**config.mk**
```make
export PLATFORM = sky130hd
export DESIGN_NAME = led_tpg_regs
export DESIGN_NICKNAME = d
export VERILOG_FILES = /design/src/inc/led_tpg_pkg.sv /design/src/logic/led_tpg_regs.sv
export SDC_FILE = /design/constraint.sdc
export NUM_CORES = 1
export LEC_CHECK = 0
export BUFFER_PORTS_ARGS = -buffer_cell sky130_fd_sc_hd__buf_2
export CORE_MARGIN = 1
export CORE_UTILIZATION = 45
export DETAILED_ROUTE_END_ITERATION = 8
export PLACE_DENSITY = 0.72
export SLEW_MARGIN = 20
export SYNTH_ARGS = -nofsm -noshare
export SYNTH_HDL_FRONTEND = slang
export SYNTH_SLANG_ARGS = --single-unit
```
**constraint.sdc**
```tcl
create_clock -name CORE_CLK_I -period 1.9 [get_ports CORE_CLK_I]
set_input_delay 0.285 -clock CORE_CLK_I [delete_from_list [all_inputs] [get_ports CORE_CLK_I]]
set_output_delay 0.285 -clock CORE_CLK_I [all_outputs]
set_load 0.01 [all_outputs]
```
**src/inc/led_tpg_pkg.sv**
```systemverilog
// constants, field layouts and carriers for the led and test packet register bank
package led_tpg_pkg;

  // management register addresses
  localparam logic [4:0] REG_LED = 5'h1b;
  localparam logic [4:0] REG_GEN = 5'h1c;
  localparam logic [4:0] REG_PAY = 5'h1d;

  // reset values
  localparam logic [15:0] LED_RST = 16'h0f00;
  localparam logic [15:0] GEN_RST = 16'h0000;
  localparam logic [15:0] PAY_RST = 16'h00aa;

  // writable bits, all others read as zero
  localparam logic [15:0] LED_WMASK = 16'h0f0f;
  localparam logic [15:0] GEN_WMASK = 16'h2f73;
  localparam logic [15:0] PAY_WMASK = 16'hffff;

  // field positions
  localparam int unsigned LED_NUM = 4;
  localparam int unsigned LED_EN_LSB = 8;
  localparam int unsigned LED_DA_LSB = 0;
  localparam int unsigned MODE_BIT = 13;
  localparam int unsigned GAP_LSB = 10;
  localparam int unsigned TYPE_LSB = 8;
  localparam int unsigned SIZE_LSB = 4;
  localparam int unsigned START_BIT = 1;
  localparam int unsigned EN_BIT = 0;
  localparam int unsigned DA_LSB = 12;
  localparam int unsigned SA_LSB = 8;
  localparam int unsigned DATA_LSB = 0;

  // field encodings
  localparam logic MODE_BURST = 1'h0;
  localparam logic MODE_SINGLE = 1'h1;
  localparam logic [1:0] GAP_CODE_SHORT = 2'h0;
  localparam logic [1:0] GAP_CODE_STANDARD = 2'h1;
  localparam logic [1:0] GAP_CODE_LONG = 2'h2;
  localparam logic [1:0] GAP_CODE_LONGEST = 2'h3;
  localparam logic [1:0] TYPE_RANDOM = 2'h0;
  localparam logic [1:0] TYPE_INCREMENTING = 2'h1;
  localparam logic [1:0] TYPE_FIXED = 2'h2;
  localparam logic [1:0] TYPE_UNDEFINED = 2'h3;

  // gap lengths in bit times, frame sizes in bytes
  localparam logic [13:0] GAP_SHORT_BT = 14'h0030;
  localparam logic [13:0] GAP_STANDARD_BT = 14'h0060;
  localparam logic [13:0] SIZE_B64 = 14'h0040;
  localparam logic [13:0] SIZE_B128 = 14'h0080;
  localparam logic [13:0] SIZE_B256 = 14'h0100;
  localparam logic [13:0] SIZE_B512 = 14'h0200;
  localparam logic [13:0] SIZE_B1024 = 14'h0400;
  localparam logic [13:0] SIZE_B1518 = 14'h05ee;
  localparam logic [13:0] SIZE_B9600 = 14'h2580;

  // decoded generator configuration
  typedef struct packed {
    logic enable;
    logic start;
    logic mode;
    logic [1:0] gap;
    logic [1:0] ptype;
    logic [2:0] size;
  } gen_cfg_t;

  // payload and address nibbles
  typedef struct packed {
    logic [3:0] da;
    logic [3:0] sa;
    logic [7:0] data;
  } payload_t;

  // one-hot sequencer states
  typedef enum logic [2:0] {
    ST_IDLE = 3'h1,
    ST_SEND = 3'h2,
    ST_HOLD = 3'h4
  } seq_t;

endpackage

```
**src/logic/led_tpg_regs.sv**
```systemverilog
// led override and test packet generator control register bank
`timescale 1ns/10ps
module led_tpg_regs #(
  parameter int unsigned BURST_PKTS = 10000,
  parameter logic [13:0] GAP_LONG_BT = 14'h2580,
  parameter logic [13:0] GAP_LONGEST_BT = 14'h2580
) (
  // clock and reset
  input wire logic CORE_CLK_I,
  input wire logic RST_B_I,
  // management register port
  input wire logic [4:0] MGMT_ADDR_I,
  input wire logic MGMT_WR_I,
  input wire logic [15:0] MGMT_WDATA_I,
  input wire logic MGMT_RD_I,
  output logic [15:0] MGMT_RDATA_O,
  output logic MGMT_HIT_O,
  // leds
  input wire logic [3:0] LED_FUNC_I,
  output logic [3:0] LED_O,
  // generator datapath
  output led_tpg_pkg::gen_cfg_t GEN_CFG_O,
  output led_tpg_pkg::payload_t GEN_PAYLOAD_O,
  output logic [13:0] GEN_GAP_BT_O,
  output logic [13:0] GEN_SIZE_BYTES_O,
  output logic PKT_REQ_O,
  input wire logic PKT_DONE_I,
  output logic GEN_BUSY_O,
  output logic [13:0] GEN_BURST_CNT_O
);

  ////////////////////////////////////////////////////////////////////////
  // register file
  logic [15:0] led_r, led_nxt;
  logic [15:0] gen_r, gen_nxt;
  logic [15:0] pay_r, pay_nxt;
  logic [15:0] rdata_r, rdata_nxt;

  always_comb begin
    led_nxt = led_r;
    gen_nxt = gen_r;
    pay_nxt = pay_r;
    if (MGMT_WR_I) begin
      unique case (MGMT_ADDR_I)
        led_tpg_pkg::REG_LED: begin
          led_nxt = MGMT_WDATA_I & led_tpg_pkg::LED_WMASK;
        end
        led_tpg_pkg::REG_GEN: begin
          gen_nxt = MGMT_WDATA_I & led_tpg_pkg::GEN_WMASK;
        end
        led_tpg_pkg::REG_PAY: begin
          pay_nxt = MGMT_WDATA_I & led_tpg_pkg::PAY_WMASK;
        end
        default: begin
          led_nxt = led_r;
        end
      endcase
    end
  end

  // other addresses belong to the rest of the phy, so answer zero
  always_comb begin
    rdata_nxt = rdata_r;
    if (MGMT_RD_I) begin
      unique case (MGMT_ADDR_I)
        led_tpg_pkg::REG_LED: rdata_nxt = led_r;
        led_tpg_pkg::REG_GEN: rdata_nxt = gen_r;
        led_tpg_pkg::REG_PAY: rdata_nxt = pay_r;
        default: rdata_nxt = 16'h0000;
      endcase
    end
  end

  always_ff @(posedge CORE_CLK_I or negedge RST_B_I) begin
    if (!RST_B_I) begin
      led_r <= led_tpg_pkg::LED_RST;
      gen_r <= led_tpg_pkg::GEN_RST;
      pay_r <= led_tpg_pkg::PAY_RST;
      rdata_r <= 16'h0000;
    end else begin
      led_r <= led_nxt;
      gen_r <= gen_nxt;
      pay_r <= pay_nxt;
      rdata_r <= rdata_nxt;
    end
  end

  assign MGMT_RDATA_O = rdata_r;
  assign MGMT_HIT_O = (MGMT_ADDR_I == led_tpg_pkg::REG_LED) ||
                      (MGMT_ADDR_I == led_tpg_pkg::REG_GEN) ||
                      (MGMT_ADDR_I == led_tpg_pkg::REG_PAY);

  ////////////////////////////////////////////////////////////////////////
  // led override
  logic [3:0] led_out_r, led_out_nxt;

  // direct bit only counts while the function is off; both can change in the same write
  for (genvar i = 0; i < led_tpg_pkg::LED_NUM; i++) begin : g_led
    always_comb begin
      led_out_nxt[i] = led_r[led_tpg_pkg::LED_EN_LSB + i] ?
                       LED_FUNC_I[i] : led_r[led_tpg_pkg::LED_DA_LSB + i];
    end
  end

  always_ff @(posedge CORE_CLK_I or negedge RST_B_I) begin
    if (!RST_B_I) begin
      led_out_r <= 4'h0;
    end else begin
      led_out_r <= led_out_nxt;
    end
  end

  assign LED_O = led_out_r;

  ////////////////////////////////////////////////////////////////////////
  // generator configuration decode
  led_tpg_pkg::gen_cfg_t cfg_r, cfg_nxt;
  logic [13:0] gap_bt_r, gap_bt_nxt;
  logic [13:0] size_b_r, size_b_nxt;
  logic [1:0] raw_type;

  always_comb begin
    raw_type = gen_r[led_tpg_pkg::TYPE_LSB +: 2];
    cfg_nxt.enable = gen_r[led_tpg_pkg::EN_BIT];
    cfg_nxt.start = gen_r[led_tpg_pkg::START_BIT];
    cfg_nxt.mode = gen_r[led_tpg_pkg::MODE_BIT];
    cfg_nxt.gap = gen_r[led_tpg_pkg::GAP_LSB +: 2];
    cfg_nxt.size = gen_r[led_tpg_pkg::SIZE_LSB +: 3];
    // undefined code falls back to random content
    cfg_nxt.ptype = (raw_type == led_tpg_pkg::TYPE_UNDEFINED) ?
                    led_tpg_pkg::TYPE_RANDOM : raw_type;
    unique case (cfg_nxt.gap)
      led_tpg_pkg::GAP_CODE_SHORT: gap_bt_nxt = led_tpg_pkg::GAP_SHORT_BT;
      led_tpg_pkg::GAP_CODE_STANDARD: gap_bt_nxt = led_tpg_pkg::GAP_STANDARD_BT;
      led_tpg_pkg::GAP_CODE_LONG: gap_bt_nxt = GAP_LONG_BT;
      led_tpg_pkg::GAP_CODE_LONGEST: gap_bt_nxt = GAP_LONGEST_BT;
    endcase
    unique case (cfg_nxt.size)
      3'h1: size_b_nxt = led_tpg_pkg::SIZE_B128;
      3'h2: size_b_nxt = led_tpg_pkg::SIZE_B256;
      3'h3: size_b_nxt = led_tpg_pkg::SIZE_B512;
      3'h4: size_b_nxt = led_tpg_pkg::SIZE_B1024;
      3'h5: size_b_nxt = led_tpg_pkg::SIZE_B1518;
      3'h6: size_b_nxt = led_tpg_pkg::SIZE_B9600;
      default: size_b_nxt = led_tpg_pkg::SIZE_B64;
    endcase
  end

  always_ff @(posedge CORE_CLK_I or negedge RST_B_I) begin
    if (!RST_B_I) begin
      cfg_r <= '0;
      gap_bt_r <= led_tpg_pkg::GAP_SHORT_BT;
      size_b_r <= led_tpg_pkg::SIZE_B64;
    end else begin
      cfg_r <= cfg_nxt;
      gap_bt_r <= gap_bt_nxt;
      size_b_r <= size_b_nxt;
    end
  end

  assign GEN_CFG_O = cfg_r;
  assign GEN_GAP_BT_O = gap_bt_r;
  assign GEN_SIZE_BYTES_O = size_b_r;
  assign GEN_PAYLOAD_O = led_tpg_pkg::payload_t'(pay_r);

  ////////////////////////////////////////////////////////////////////////
  // packet sequencer
  led_tpg_pkg::seq_t st_r, st_nxt;
  logic [13:0] cnt_r, cnt_nxt;
  logic run;

  // single mode holds until start or enable is cleared, so a fresh start is a new packet
  always_comb begin
    run = cfg_r.enable && cfg_r.start;
    st_nxt = st_r;
    cnt_nxt = cnt_r;
    unique case (st_r)
      led_tpg_pkg::ST_IDLE: begin
        cnt_nxt = 14'h0000;
        if (run) begin
          st_nxt = led_tpg_pkg::ST_SEND;
        end
      end
      led_tpg_pkg::ST_SEND: begin
        if (!run) begin
          st_nxt = led_tpg_pkg::ST_IDLE;
        end else if (PKT_DONE_I) begin
          if (cfg_r.mode == led_tpg_pkg::MODE_SINGLE) begin
            st_nxt = led_tpg_pkg::ST_HOLD;
          end else if (cnt_r == 14'(BURST_PKTS - 1)) begin
            cnt_nxt = 14'h0000;
          end else begin
            cnt_nxt = cnt_r + 14'h0001;
          end
        end
      end
      led_tpg_pkg::ST_HOLD: begin
        if (!run) begin
          st_nxt = led_tpg_pkg::ST_IDLE;
        end
      end
      default: begin
        st_nxt = led_tpg_pkg::ST_IDLE;
      end
    endcase
  end

  always_ff @(posedge CORE_CLK_I or negedge RST_B_I) begin
    if (!RST_B_I) begin
      st_r <= led_tpg_pkg::ST_IDLE;
      cnt_r <= 14'h0000;
    end else begin
      st_r <= st_nxt;
      cnt_r <= cnt_nxt;
    end
  end

  assign PKT_REQ_O = (st_r == led_tpg_pkg::ST_SEND);
  assign GEN_BUSY_O = (st_r != led_tpg_pkg::ST_IDLE);
  assign GEN_BURST_CNT_O = cnt_r;
endmodule // led_tpg_regs

```
Word-level counts from Yosys, hierarchy flattened. Cells that the tools add are included.

Order comparisons: 0. Add/subtract/negate cells: 1. Divide/modulo/power cells: 0. Eq/ne operators: 25. Multiply operators: 0. Reduce and logical (&&, ||, !) cells: 11. Bitwise gates (word level): 0. Mux-type cells: 19. Shifts and indexed selects: 0.

Operators with widths (number): 14-bit case mux with 6 select lines (1); 14-bit 2-to-1 mux (4); 16-bit case mux with 3 select lines (1); 14-bit case mux with 3 select lines (1); 14-bit case mux with 2 select lines (1); 5-bit equality test, second input constant (3); 3-bit 2-to-1 mux (5); 14-bit by 1-bit adder with 14-bit output, second input constant (1); 14-bit equality test, second input constant (1); 3-bit equality test, second input constant (4); 3-bit by 2-bit equality test with 1-bit output, second input constant (3); 3-bit case mux with 3 select lines (1); 4-bit AND reduction (2); 2-bit equality test, second input constant (3); 3-bit by 1-bit equality test with 1-bit output, second input constant (2); 2-bit inequality test, second input constant (3); 3-bit inequality test, second input constant (2); 2-bit AND reduction (3); 1-bit 2-to-1 mux (4); 2-bit by 1-bit inequality test with 1-bit output, second input constant (2); 3-bit by 1-bit inequality test with 1-bit output, second input constant (1); 2-bit by 1-bit equality test with 1-bit output, second input constant (1); 2-bit zero test (1); 1-bit logical OR (2); 4 further kinds (4).

Word-level logic and storage cells: 71. Bits in read-only memories: 0. RAM bits: 0. Output and inout port bits: 91. Memories kept: 0. Bits of input ports: 30. Flip-flop bits (word level): 109. Bits in latches: 0.

Longest topological paths before layout. Gate-level depths: netlist of run 1.

Depth in word-level cells: 6. Mapped depth: 8. Mapped depth without buffers: 5.

Worst setup path before layout of run 1. OpenSTA, ideal clock, no wires.

Kind: register to register. Start point: register cnt_r[11], in the netlist GEN_BURST_CNT_O[11]. End point: register cnt_r[13], in the netlist GEN_BURST_CNT_O[13]. Period minus slack after synthesis: 2.046 ns. Required time: 1.768 ns. Setup slack: -0.146 ns. Cell stages (with the launch flop): 6. Setup time: 0.132 ns. Data arrival time: 1.914 ns. Path buffers: 1. Cells stage by stage: dfrtp_1 or4_1 or4_1 buf_6 a311oi_2 o22ai_1.

Longest elaborated chain between the ends: 6. Elaborated cells on any way between the ends: 7. Those cells by class: add/sub: 1; eq/ne: 1; mux: 5.

Ends and longest elaborated chain: from (decl) (RTL line led_tpg_regs.sv:169) `logic [13:0] cnt_r, cnt_nxt;`; from (signal assigned) (RTL line led_tpg_regs.sv:214) `cnt_r <= cnt_nxt;`; 14-bit by 1-bit adder with 14-bit output / 14-bit equality test (equally long branches) (RTL line led_tpg_regs.sv:193, led_tpg_regs.sv:190); 14-bit 2-to-1 mux (*) (RTL line led_tpg_regs.sv:190) `end else if (cnt_r == 14'(BURST_PKTS - 1)) begin`; 14-bit 2-to-1 mux (*) (RTL line led_tpg_regs.sv:188) `if (cfg_r.mode == led_tpg_pkg::MODE_SINGLE) begin`; 14-bit 2-to-1 mux (*) (RTL line led_tpg_regs.sv:187) `end else if (PKT_DONE_I) begin`; 14-bit 2-to-1 mux (*) (RTL line led_tpg_regs.sv:185) `if (!run) begin`; 14-bit case mux with 2 select lines (*) (RTL line led_tpg_regs.sv:177) `unique case (st_r)`.

Mark *: on every way between the ends. The rest lies on a longest branch, timed or not. The select of a mux whose other input is x is not followed. A chain may end at the register's enable or synchronous reset.

Final worst setup path of run 1.
Start point: register cnt_r[11], in the netlist GEN_BURST_CNT_O[11]. End point: register cnt_r[9], in the netlist GEN_BURST_CNT_O[9].

Longest elaborated chain between the ends: 6.

Ends and longest elaborated chain (RTL line): 14-bit equality test (led_tpg_regs.sv:190); 14-bit 2-to-1 mux (led_tpg_regs.sv:190); 14-bit 2-to-1 mux (led_tpg_regs.sv:188); 14-bit 2-to-1 mux (led_tpg_regs.sv:187); 14-bit 2-to-1 mux (led_tpg_regs.sv:185); 14-bit case mux with 2 select lines (led_tpg_regs.sv:177).

No other way between the ends. The select of a mux whose other input is x is not followed.

==> flow_summary.toml, run 1 <==
[run_status]
status = "complete, but fails checks"
violations = "negative setup slack"

[min_path]
hold_start = "MGMT_WDATA_I[14]"
hold_path_class = "input pin to flip-flop"

[clocking]
cts_tree = "done"
cts_buffers = 9
clockRootBuffer = "clkbuf_8"
clk_pin_slew_worst_paths_ps = 90
clock-sinks = 92
clock_latency_ps = 360
htreeDepth = 3
clockBufferDepth = 2

[power_and_ir_drop]
powerDensity_nw_per_um2 = 876
p_total_mw = 4.43
vdd_drop_max_mv = 0.474
leakage_nw = 2.53

[synth]
ys_types = 43
synth_largest_area_cell = "dfrtp_1"
synth-seq-cells = 92
ys_warn_count = 0
yosys.area_share.simple = 0.134
synth_flop_cell = "dfrtp_1"
async_reset_ff_frac = 1.00
synth-xor-area-share = 0
synthMuxAreaShare = 0.132
synth_top_family_by_area = "simple AND/OR/NAND/NOR gates"
synth_edf_count = 0
synth_top_cells_by_area = "dfrtp_1 (49%), mux2_1 (11%), dfstp_2 (7.8%), buf_4 (3.2%), nand3_1 (2.7%)"
synth_compound_area_frac = 0.0903
netlist_area_um2 = 4050
synth_top_cell_area_share = 0.495
synth_common_cells = "dfrtp_1 (80), mux2_1 (38), nor2_1 (23), nand3_1 (22), buf_4 (17)"
synth_adder_area_share = 0.00309
avgSynthCellArea_um2 = 11.6
syn_inst = 350
synth.most_common_cell = "dfrtp_1"
ys_seq_area_frac = 0.573

[floorplan]
core_area_um2 = 8720
start_util = 0.464
dieArea_um2 = 9370
die_h_um = 96.8
io_pins = 121
rows = 34
fp.dieW_um = 96.8

[setup_path]
crit_type = "flip-flop to flip-flop"
arrival_ps = 2230
cp.required_ps = 2140
r2r-start = "GEN_BURST_CNT_O[11]"
cp-end-kind = "flip-flop"
crit_start = "GEN_BURST_CNT_O[11]"
worstPathMaxFanout = 8
start_kind = "flip-flop"

[drt]
routed_via_density = 5.37
drcViolationCount = 0
wirelength_mm = 9.09
drt_first_pass_iters = 4
routedWlPerCell_um = 15.4
drtIter0Drc = 144
route.vias.total = 3160
postRouteAntennaNets = 0

[sta]
rsz0062_at_grt = "yes"
finalHoldViolations = 0
fin_setup_tns_ps = -586
skew_ps = 6.69
worst_pin_slew_ps = 588
finalSetupViolCount = 11
finalMaxSlewViolations = 0
fin_ws_ps = -96.0
min_period_ps = 2000
slew_headroom = 0.608
period_share = 1.05
fmax_ghz = 0.501

[cells_and_area]
final_cell_area_um2 = 5060
drive_gt1_frac = 0.378
stdcell_count = 589
area_growth_pct = 25.1
fillerInstances = 728
antennaDiodeCount = 0
nNetsFinal = 507

[grt]
grt_antenna_before_repair = 0
gr-usage-all-layers = 0.201
grt_pass1_vias = 3121
grt_max_degree = 37
overflow = 0
grt_pass1_wl_mm = 15.1

[job]
cap_violations = 0

[place]
hpwl_mm = 6.59
io_buffers = 109
pre_cts_slack_ps = -121
routabilityCongestion = 0.826
dpl_cell_area_um2 = 4810
placed_cells = 570
[worst max-delay path: stages (launching register included)]
cell      delay (ps)
dfrtp_1          390
or4_1            520
or4_4            450
buf_8            160
a311oi_2         250
o22ai_1          110
[flip-flops by register name (all words and copies together), names as in the netlist]
name	flops
gen_r	10
GEN_GAP_BT_O	4
MGMT_RDATA_O	16
GEN_SIZE_BYTES_O	7
GEN_PAYLOAD_O	16
GEN_CFG_O	10
GEN_BURST_CNT_O	14
led_r	8
st_r	3
LED_O	4
[cells in the final DEF, fill, tap and decap left out, drive strengths merged, types with 5 or more instances in the layout]
master and count:
conb 11, nand4 7, o21ai 16, dfrtp 80, dfstp 12, mux2 42, a31oi 8, nand2 13
nor2 24, nor2b 5, and2 5, mux2i 6, buf 139, a21oi 16, inv 17, nand3 22
clkbuf 11
[power breakdown]
group / internal (mW) / switching, mW / total (mW) / leakage (nW)
clock: 0.498 / 0.715 / 1.21 / 0.0900
combinational: 0.369 / 0.403 / 0.772 / 1.27
sequential: 2.26 / 0.184 / 2.45 / 1.18
total: 3.13 / 1.30 / 4.43 / 2.53
[path summary, 6_finish.rpt]
kind | endpoint | slack (ps) | depth (start not counted)
max | GEN_BURST_CNT_O[9] | -100 | 5
min | GEN_PAYLOAD_O[14] | 130 | 2
max reg2reg | GEN_BURST_CNT_O[9] | -100 | 5
min reg2reg | GEN_CFG_O[7] | 400 | 0
max in group asynchronous | GEN_GAP_BT_O[4] | 990 | 3
min in group asynchronous | GEN_SIZE_BYTES_O[9] | 320 | 2
[routing by layer]
| layer | global-route usage | vias up | routed length (um) |
|---|---|---|---|
| met5 | 0 | - | 0 |
| li1 | - | 1477 | - |
| met1 | 0.268 | 1532 | 3990 |
| met4 | 0.0884 | 0 | 199 |
| met2 | 0.317 | 132 | 4370 |
| met3 | 0.0405 | 19 | 530 |
[cell families after synthesis]
family | count (synthesis)
simple gates | 101
flops | 92
compound gates | 57
buf+inv | 50
mux | 48
fa+ha+maj | 1
other cells | 1
[what timing repair did]
action                     in CTS  in global routing
buffers inserted                0                  1
setup endpoints to repair      13                 11
pin swaps                       3                  4
hold buffers                    1                  0
hold endpoints to repair       12                  0
resized for setup               3                  6
cloned                          1                  0
[stage by stage]
| stage | util | hold WS, ps |
|---|---|---|
| global route | 0.580 | 125 |
| floorplan | - | -10.6 |
| CTS | 0.575 | 122 |
| finish | 0.580 | 131 |
| global placement | 0.551 | 157 |
| detailed placement | 0.551 | 161 |
[area by class of cell]
class                           instances  area [um2]  share of cell area
Sequential cell                        92        2320               0.458
Inverter                               15        56.3              0.0111
Clock inverter                          5        46.3             0.00915
Clock buffer                           11         131              0.0260
Multi-Input combinational cell        218        1550               0.306
Tap cell                              108         135              0.0267
Timing Repair Buffer                  140         823               0.163
Note: power is estimated with default switching activity, not from simulation.
==> inputs of run 2 (changes only) <==
- RECOVER_POWER: default -> 25
==> run 2 against run 1 <==
Effect of this change:
- clock power about the same
- first-iteration DRC count is 4.2% lower
- the flow still finishes with violations (negative setup slack)
- global-route usage did not move
- largest cell class unchanged
- worst setup slack gained 0.95 ps
==> flow_summary.toml, run 2 (synthesized netlist as in run 1, its figures left out) <==
[cells_and_area]
fillerInstances = 730
final_cell_area_um2 = 5040
layout_common_cells = "buf_2 (108), dfrtp_1 (80), mux2_1 (38)"
final_common_cell = "buf_2"
nNetsFinal = 507
finish.utilization = 0.578
antennaDiodeCount = 0
area_growth_pct = 24.7
drive_gt1_frac = 0.376
stdcell_count = 589

[setup_path]
regToRegSetupSlack_ps = -100
arrival_ps = 2230
r2r-start = "GEN_BURST_CNT_O[11]"
start_kind = "flip-flop"
worstPathMaxFanout = 8
r2r_end = "GEN_BURST_CNT_O[9]"
crit_family = "simple AND/OR/NAND/NOR gates"
cp.buffers_inverters = 1
crit_chain = "or4_1, or4_4, buf_8, a311oi_2, o22ai_1"
r2r_cells = 5
cp.required_ps = 2140
crit_type = "flip-flop to flip-flop"
cp-end-kind = "flip-flop"
cpPeakStageDelay_ps = 520
slowest_stage = "or4_1"

[drt]
route.vias.total = 3166
drcViolationCount = 0
drt_first_pass_iters = 4
drtIter0Drc = 138
routedWlPerCell_um = 15.4
wirelength_mm = 9.10
routed_via_density = 5.38
dr_wl_met3_um = 535
wl_met2_mm = 4.37
wl_met1_mm = 3.99
postRouteAntennaNets = 0
top_layer_used = "met4"

[clocking]
clockRootBuffer = "clkbuf_8"
cts_tree = "done"
cts_buffers = 9
clock_latency_ps = 360
clock-sinks = 92
clockBufferDepth = 2
clk_pin_slew_worst_paths_ps = 90
htreeDepth = 3

[place]
hpwl_mm = 6.59
pre_cts_slack_ps = -121
routabilityCongestion = 0.826
io_buffers = 109
placed_cells = 570
dpl_cell_area_um2 = 4810

[floorplan]
fp.dieW_um = 96.8
io_pins = 121
die_h_um = 96.8
rows = 34
start_util = 0.464
dieArea_um2 = 9370
core_area_um2 = 8720

[sta]
hold_ws_ps = 132
fin_setup_tns_ps = -570
min_period_ps = 2000
fin_ws_ps = -95.0
finalSetupViolCount = 11
slew_headroom = 0.455
finalHoldViolations = 0
rsz0062_at_grt = "yes"
finalMaxSlewViolations = 0
skew_ps = 6.75
worst_pin_slew_ps = 818
fmax_ghz = 0.501
period_share = 1.05

[power_and_ir_drop]
p_total_mw = 4.43
vdd_drop_max_mv = 0.475
leakage_nw = 2.53
powerDensity_nw_per_um2 = 878

[grt]
grt_max_degree = 37
grt_pass1_vias = 3121
gr-usage-all-layers = 0.201
grt_pass1_wl_mm = 15.1
grt_antenna_before_repair = 0
overflow = 0

[run_status]
status = "complete, but fails checks"
violations = "negative setup slack"

[min_path]
holdPathEnd = "GEN_PAYLOAD_O[14]"
hold_path_class = "input pin to flip-flop"
hold_depth = 2
hold_start = "MGMT_WDATA_I[14]"

[job]
cap_violations = 0
-- run 2: cell count changes in the layout (fill, tap and decap cells not counted), sizes merged --
cell | previous run | this run
buf | 139 | 137
clkbuf | 11 | 13
-- run 2: worst max path at each step --
stage	end	start	slack, ps	cells past startpoint
2_1_floorplan	GEN_BURST_CNT_O[6]	GEN_BURST_CNT_O[11]	-90	5
3_3_place_gp	GEN_BURST_CNT_O[6]	GEN_BURST_CNT_O[11]	-90	5
3_5_place_dp	GEN_BURST_CNT_O[13]	GEN_BURST_CNT_O[11]	-120	5
4_1_cts	GEN_BURST_CNT_O[5]	GEN_BURST_CNT_O[11]	-70	5
5_1_grt	GEN_BURST_CNT_O[5]	GEN_BURST_CNT_O[11]	-160	5
6_report	GEN_BURST_CNT_O[9]	GEN_BURST_CNT_O[11]	-100	5
-- run 2: area by class of cell --
type	count	area [um2]	area share
clock buffers	11	131	0.0261
clock inverters	5	46.3	0.00918
inverters	15	56.3	0.0112
multi-input cells	218	1550	0.307
flip-flops and latches	92	2320	0.460
well taps	108	135	0.0268
repair buffers	140	807	0.160
-- run 2: power breakdown --
group	switching [mW]	total [mW]	internal [mW]
sequential	0.184	2.45	2.26
combinational	0.402	0.767	0.365
clock	0.716	1.21	0.498
-- run 2: metal layers --
metal / up-vias / track usage
li1: 1476 / -
met1: 1536 / 0.268
met2: 135 / 0.317
met3: 19 / 0.0405
met4: 0 / 0.0884
met5: - / 0
-- run 2: what timing repair did --
action	4_1_cts	5_1_grt
buffers inserted	0	1
gates resized for setup	3	6
setup endpoints to repair	13	11
hold buffers	1	0
endpoints found under the hold margin	12	0
gates cloned	1	0
pin swaps	3	4
==> inputs of run 3 (changes only) <==
- ABC_AREA: default -> 1
- PLACE_DENSITY: 0.72 -> 0.71
==> run 3 against run 2 <==
Effect of this change:
- the run now ends clean
- clock power increased by 12%
- global-route usage grew 0.35 points
- non-clock buffer count fell by 26
- synthesized cell count is 40% higher
- die area rose by 4.5%
- worst setup slack improved by 340 ps
- critical path type unchanged
==> flow_summary.toml, run 3 <==
[synth]
synth-seq-cells = 92
ys_seq_area_frac = 0.547
synth_flop_cell = "dfrtp_1"
syn_inst = 491
synth_largest_area_cell = "dfrtp_1"
synth_edf_count = 0
netlist_area_um2 = 4230
synth_top_cells_by_area = "dfrtp_1 (47%), nand2_1 (17%), dfstp_2 (7.4%), nand3_1 (4.3%), inv_1 (4.3%)"
synth_top_cell_area_share = 0.473
ys_types = 29
synth.most_common_cell = "nand2_1"
ys_warn_count = 0
avgSynthCellArea_um2 = 8.62
synth_common_cells = "nand2_1 (189), dfrtp_1 (80), inv_1 (48), nand3_1 (36), nor2_1 (26)"
async_reset_ff_frac = 1.00

[grt]
grt_antenna_before_repair = 0
gr-usage-all-layers = 0.204
overflow = 0
grt_pass1_wl_mm = 15.6
grt_max_degree = 93
grt_pass1_vias = 3267

[place]
routabilityCongestion = 0.861
io_buffers = 109
pre_cts_slack_ps = 298
placed_cells = 695
hpwl_mm = 6.52
dpl_cell_area_um2 = 4770

[setup_path]
cpPeakStageDelay_ps = 560
arrival_ps = 1940
crit_family = "simple AND/OR/NAND/NOR gates"
worstPathMaxFanout = 18
slowest_stage = "dfstp_2"
crit_type = "flip-flop to flip-flop"
cp.buffers_inverters = 0
start_kind = "flip-flop"
r2r-start = "st_r[0]"
cp.required_ps = 2190
crit_path_end = "GEN_BURST_CNT_O[12]"
cp.depth = 6
crit_start = "st_r[0]"
r2r_end = "GEN_BURST_CNT_O[12]"
r2r_cells = 6
regToRegSetupSlack_ps = 250
cp-end-kind = "flip-flop"
crit_path_frequent_cell = "nand2_1"
crit_chain = "nand3_1, nand2_1, nand2_2, nor2_4, nand2_1, nand2_1"

[sta]
worst_pin_slew_ps = 1150
hold_ws_ps = 136
finalMaxSlewViolations = 0
fin_setup_tns_ps = 0
slew_headroom = 0.230
fin_ws_ps = 250
min_period_ps = 1650
period_share = 0.868
rsz0062_at_grt = "no"
finalSetupViolCount = 0
fmax_ghz = 0.606
finalHoldViolations = 0
skew_ps = 8.18

[power_and_ir_drop]
switching_share = 0.313
power_frac_clock = 0.279
p_int_mw = 3.32
p_total_mw = 4.84
powerDensity_nw_per_um2 = 973
vdd_drop_max_mv = 0.472
combPwrFrac = 0.207
switching_power_mw = 1.51
leakage_nw = 2.77
p_seq_frac = 0.515

[cells_and_area]
nNetsFinal = 627
final_common_cell = "nand2_1"
stdcell_count = 712
layout_common_cells = "nand2_1 (189), buf_2 (107), dfrtp_1 (80)"
drive_gt1_frac = 0.276
finish.utilization = 0.540
antennaDiodeCount = 0
area_growth_pct = 17.4
final_cell_area_um2 = 4970

[floorplan]
fp.dieW_um = 99.0
dieArea_um2 = 9800
io_pins = 121
start_util = 0.460
core_area_um2 = 9200
die_h_um = 99.0
rows = 35

[drt]
wirelength_mm = 9.26
drt_first_pass_iters = 4
drtIter0Drc = 168
routed_via_density = 4.80
route.vias.total = 3416
postRouteAntennaNets = 0
drcViolationCount = 0
routedWlPerCell_um = 13.0

[min_path]
hold_path_class = "input pin to flip-flop"

[clocking]
cts_buffers = 9
clock-sinks = 92
cts_tree = "done"
clock_latency_ps = 360
htreeDepth = 3
clockBufferDepth = 2
clockRootBuffer = "clkbuf_8"
clk_pin_slew_worst_paths_ps = 90

[run_status]
status = "complete, no violations"

[job]
cap_violations = 0
==> run 3: cell types whose count changed after synthesis, sizes merged, moves of 5 or more <==
cell | before | now
clkbuf | 11 | 4
mux2i | 6 | 0
o21ai | 16 | 42
a31oi | 8 | 0
and2 | 5 | 0
a21oi | 16 | 1
nor2 | 24 | 29
nor2b | 5 | 0
nand2 | 13 | 194
nand3 | 22 | 36
nand4 | 7 | 2
inv | 15 | 49
mux2 | 42 | 0
==> run 3: cells by family (layout without fill, tap and decap cells) <==
kind of cell	after synthesis	count (layout)	synth area share
compound gates	52	52	0.0842
other cells	1	11	0.000886
fa+ha+maj	1	1	0.00296
xor+xnor	3	3	0.00621
buf+inv	79	179	0.0978
simple gates	263	263	0.260
flops	92	92	0.547
==> run 3: worst min-delay path by stage <==
stage,from,to,slack [ps],cells past startpoint
2_1_floorplan,RST_B_I,GEN_BURST_CNT_O[0],-10,0
3_3_place_gp,RST_B_I,GEN_SIZE_BYTES_O[5],370,2
3_5_place_dp,RST_B_I,GEN_SIZE_BYTES_O[5],380,2
4_1_cts,LED_FUNC_I[0],LED_O[0],120,3
5_1_grt,MGMT_WDATA_I[7],GEN_PAYLOAD_O[7],140,3
6_report,MGMT_WDATA_I[7],GEN_PAYLOAD_O[7],140,3
==> run 3: worst register-to-register path, cell delays in order (launching register included) <==
cell and delay [ps]:
dfstp_2 560, nand3_1 180, nand2_1 180, nand2_2 230, nor2_4 300, nand2_1 80
nand2_1 60
==> run 3: final cells by class <==
cell class	count	area [um2]
Clock buffer	12	155
Multi-Input combinational cell	330	1540
Clock inverter	4	47.5
Sequential cell	92	2320
Timing Repair Buffer	114	587
Tap cell	111	139
Fill cell	860	4230
Inverter	49	184
==> run 3: power by group through the flow <==
| stage | Combinational, mW | Clock [mW] | Sequential [mW] |
|---|---|---|---|
| after global routing | 1.12 | 1.46 | 2.54 |
| final | 0.999 | 1.35 | 2.49 |
| after CTS | 1.01 | 1.38 | 2.50 |
| after floorplan | 0.554 | 0 | 2.59 |
| after global placement | 0.978 | 0 | 2.52 |
| after detailed placement | 1.01 | 0 | 2.53 |
==> run 3: timing repair <==
item / CTS / global route
setup buffers: 0 / 0
hold buffers: 1 / 0
endpoints found under the hold margin: 59 / 0
resized for setup: 0 / 0
==> run 3: routing by layer <==
metal  global-route usage  wire [um]  up-vias
li1                     -          -     1709
met1                0.268       4280     1597
met2                0.339       4390      101
met3               0.0447        485        9
met4               0.0620        106        0
met5                    0          0        -
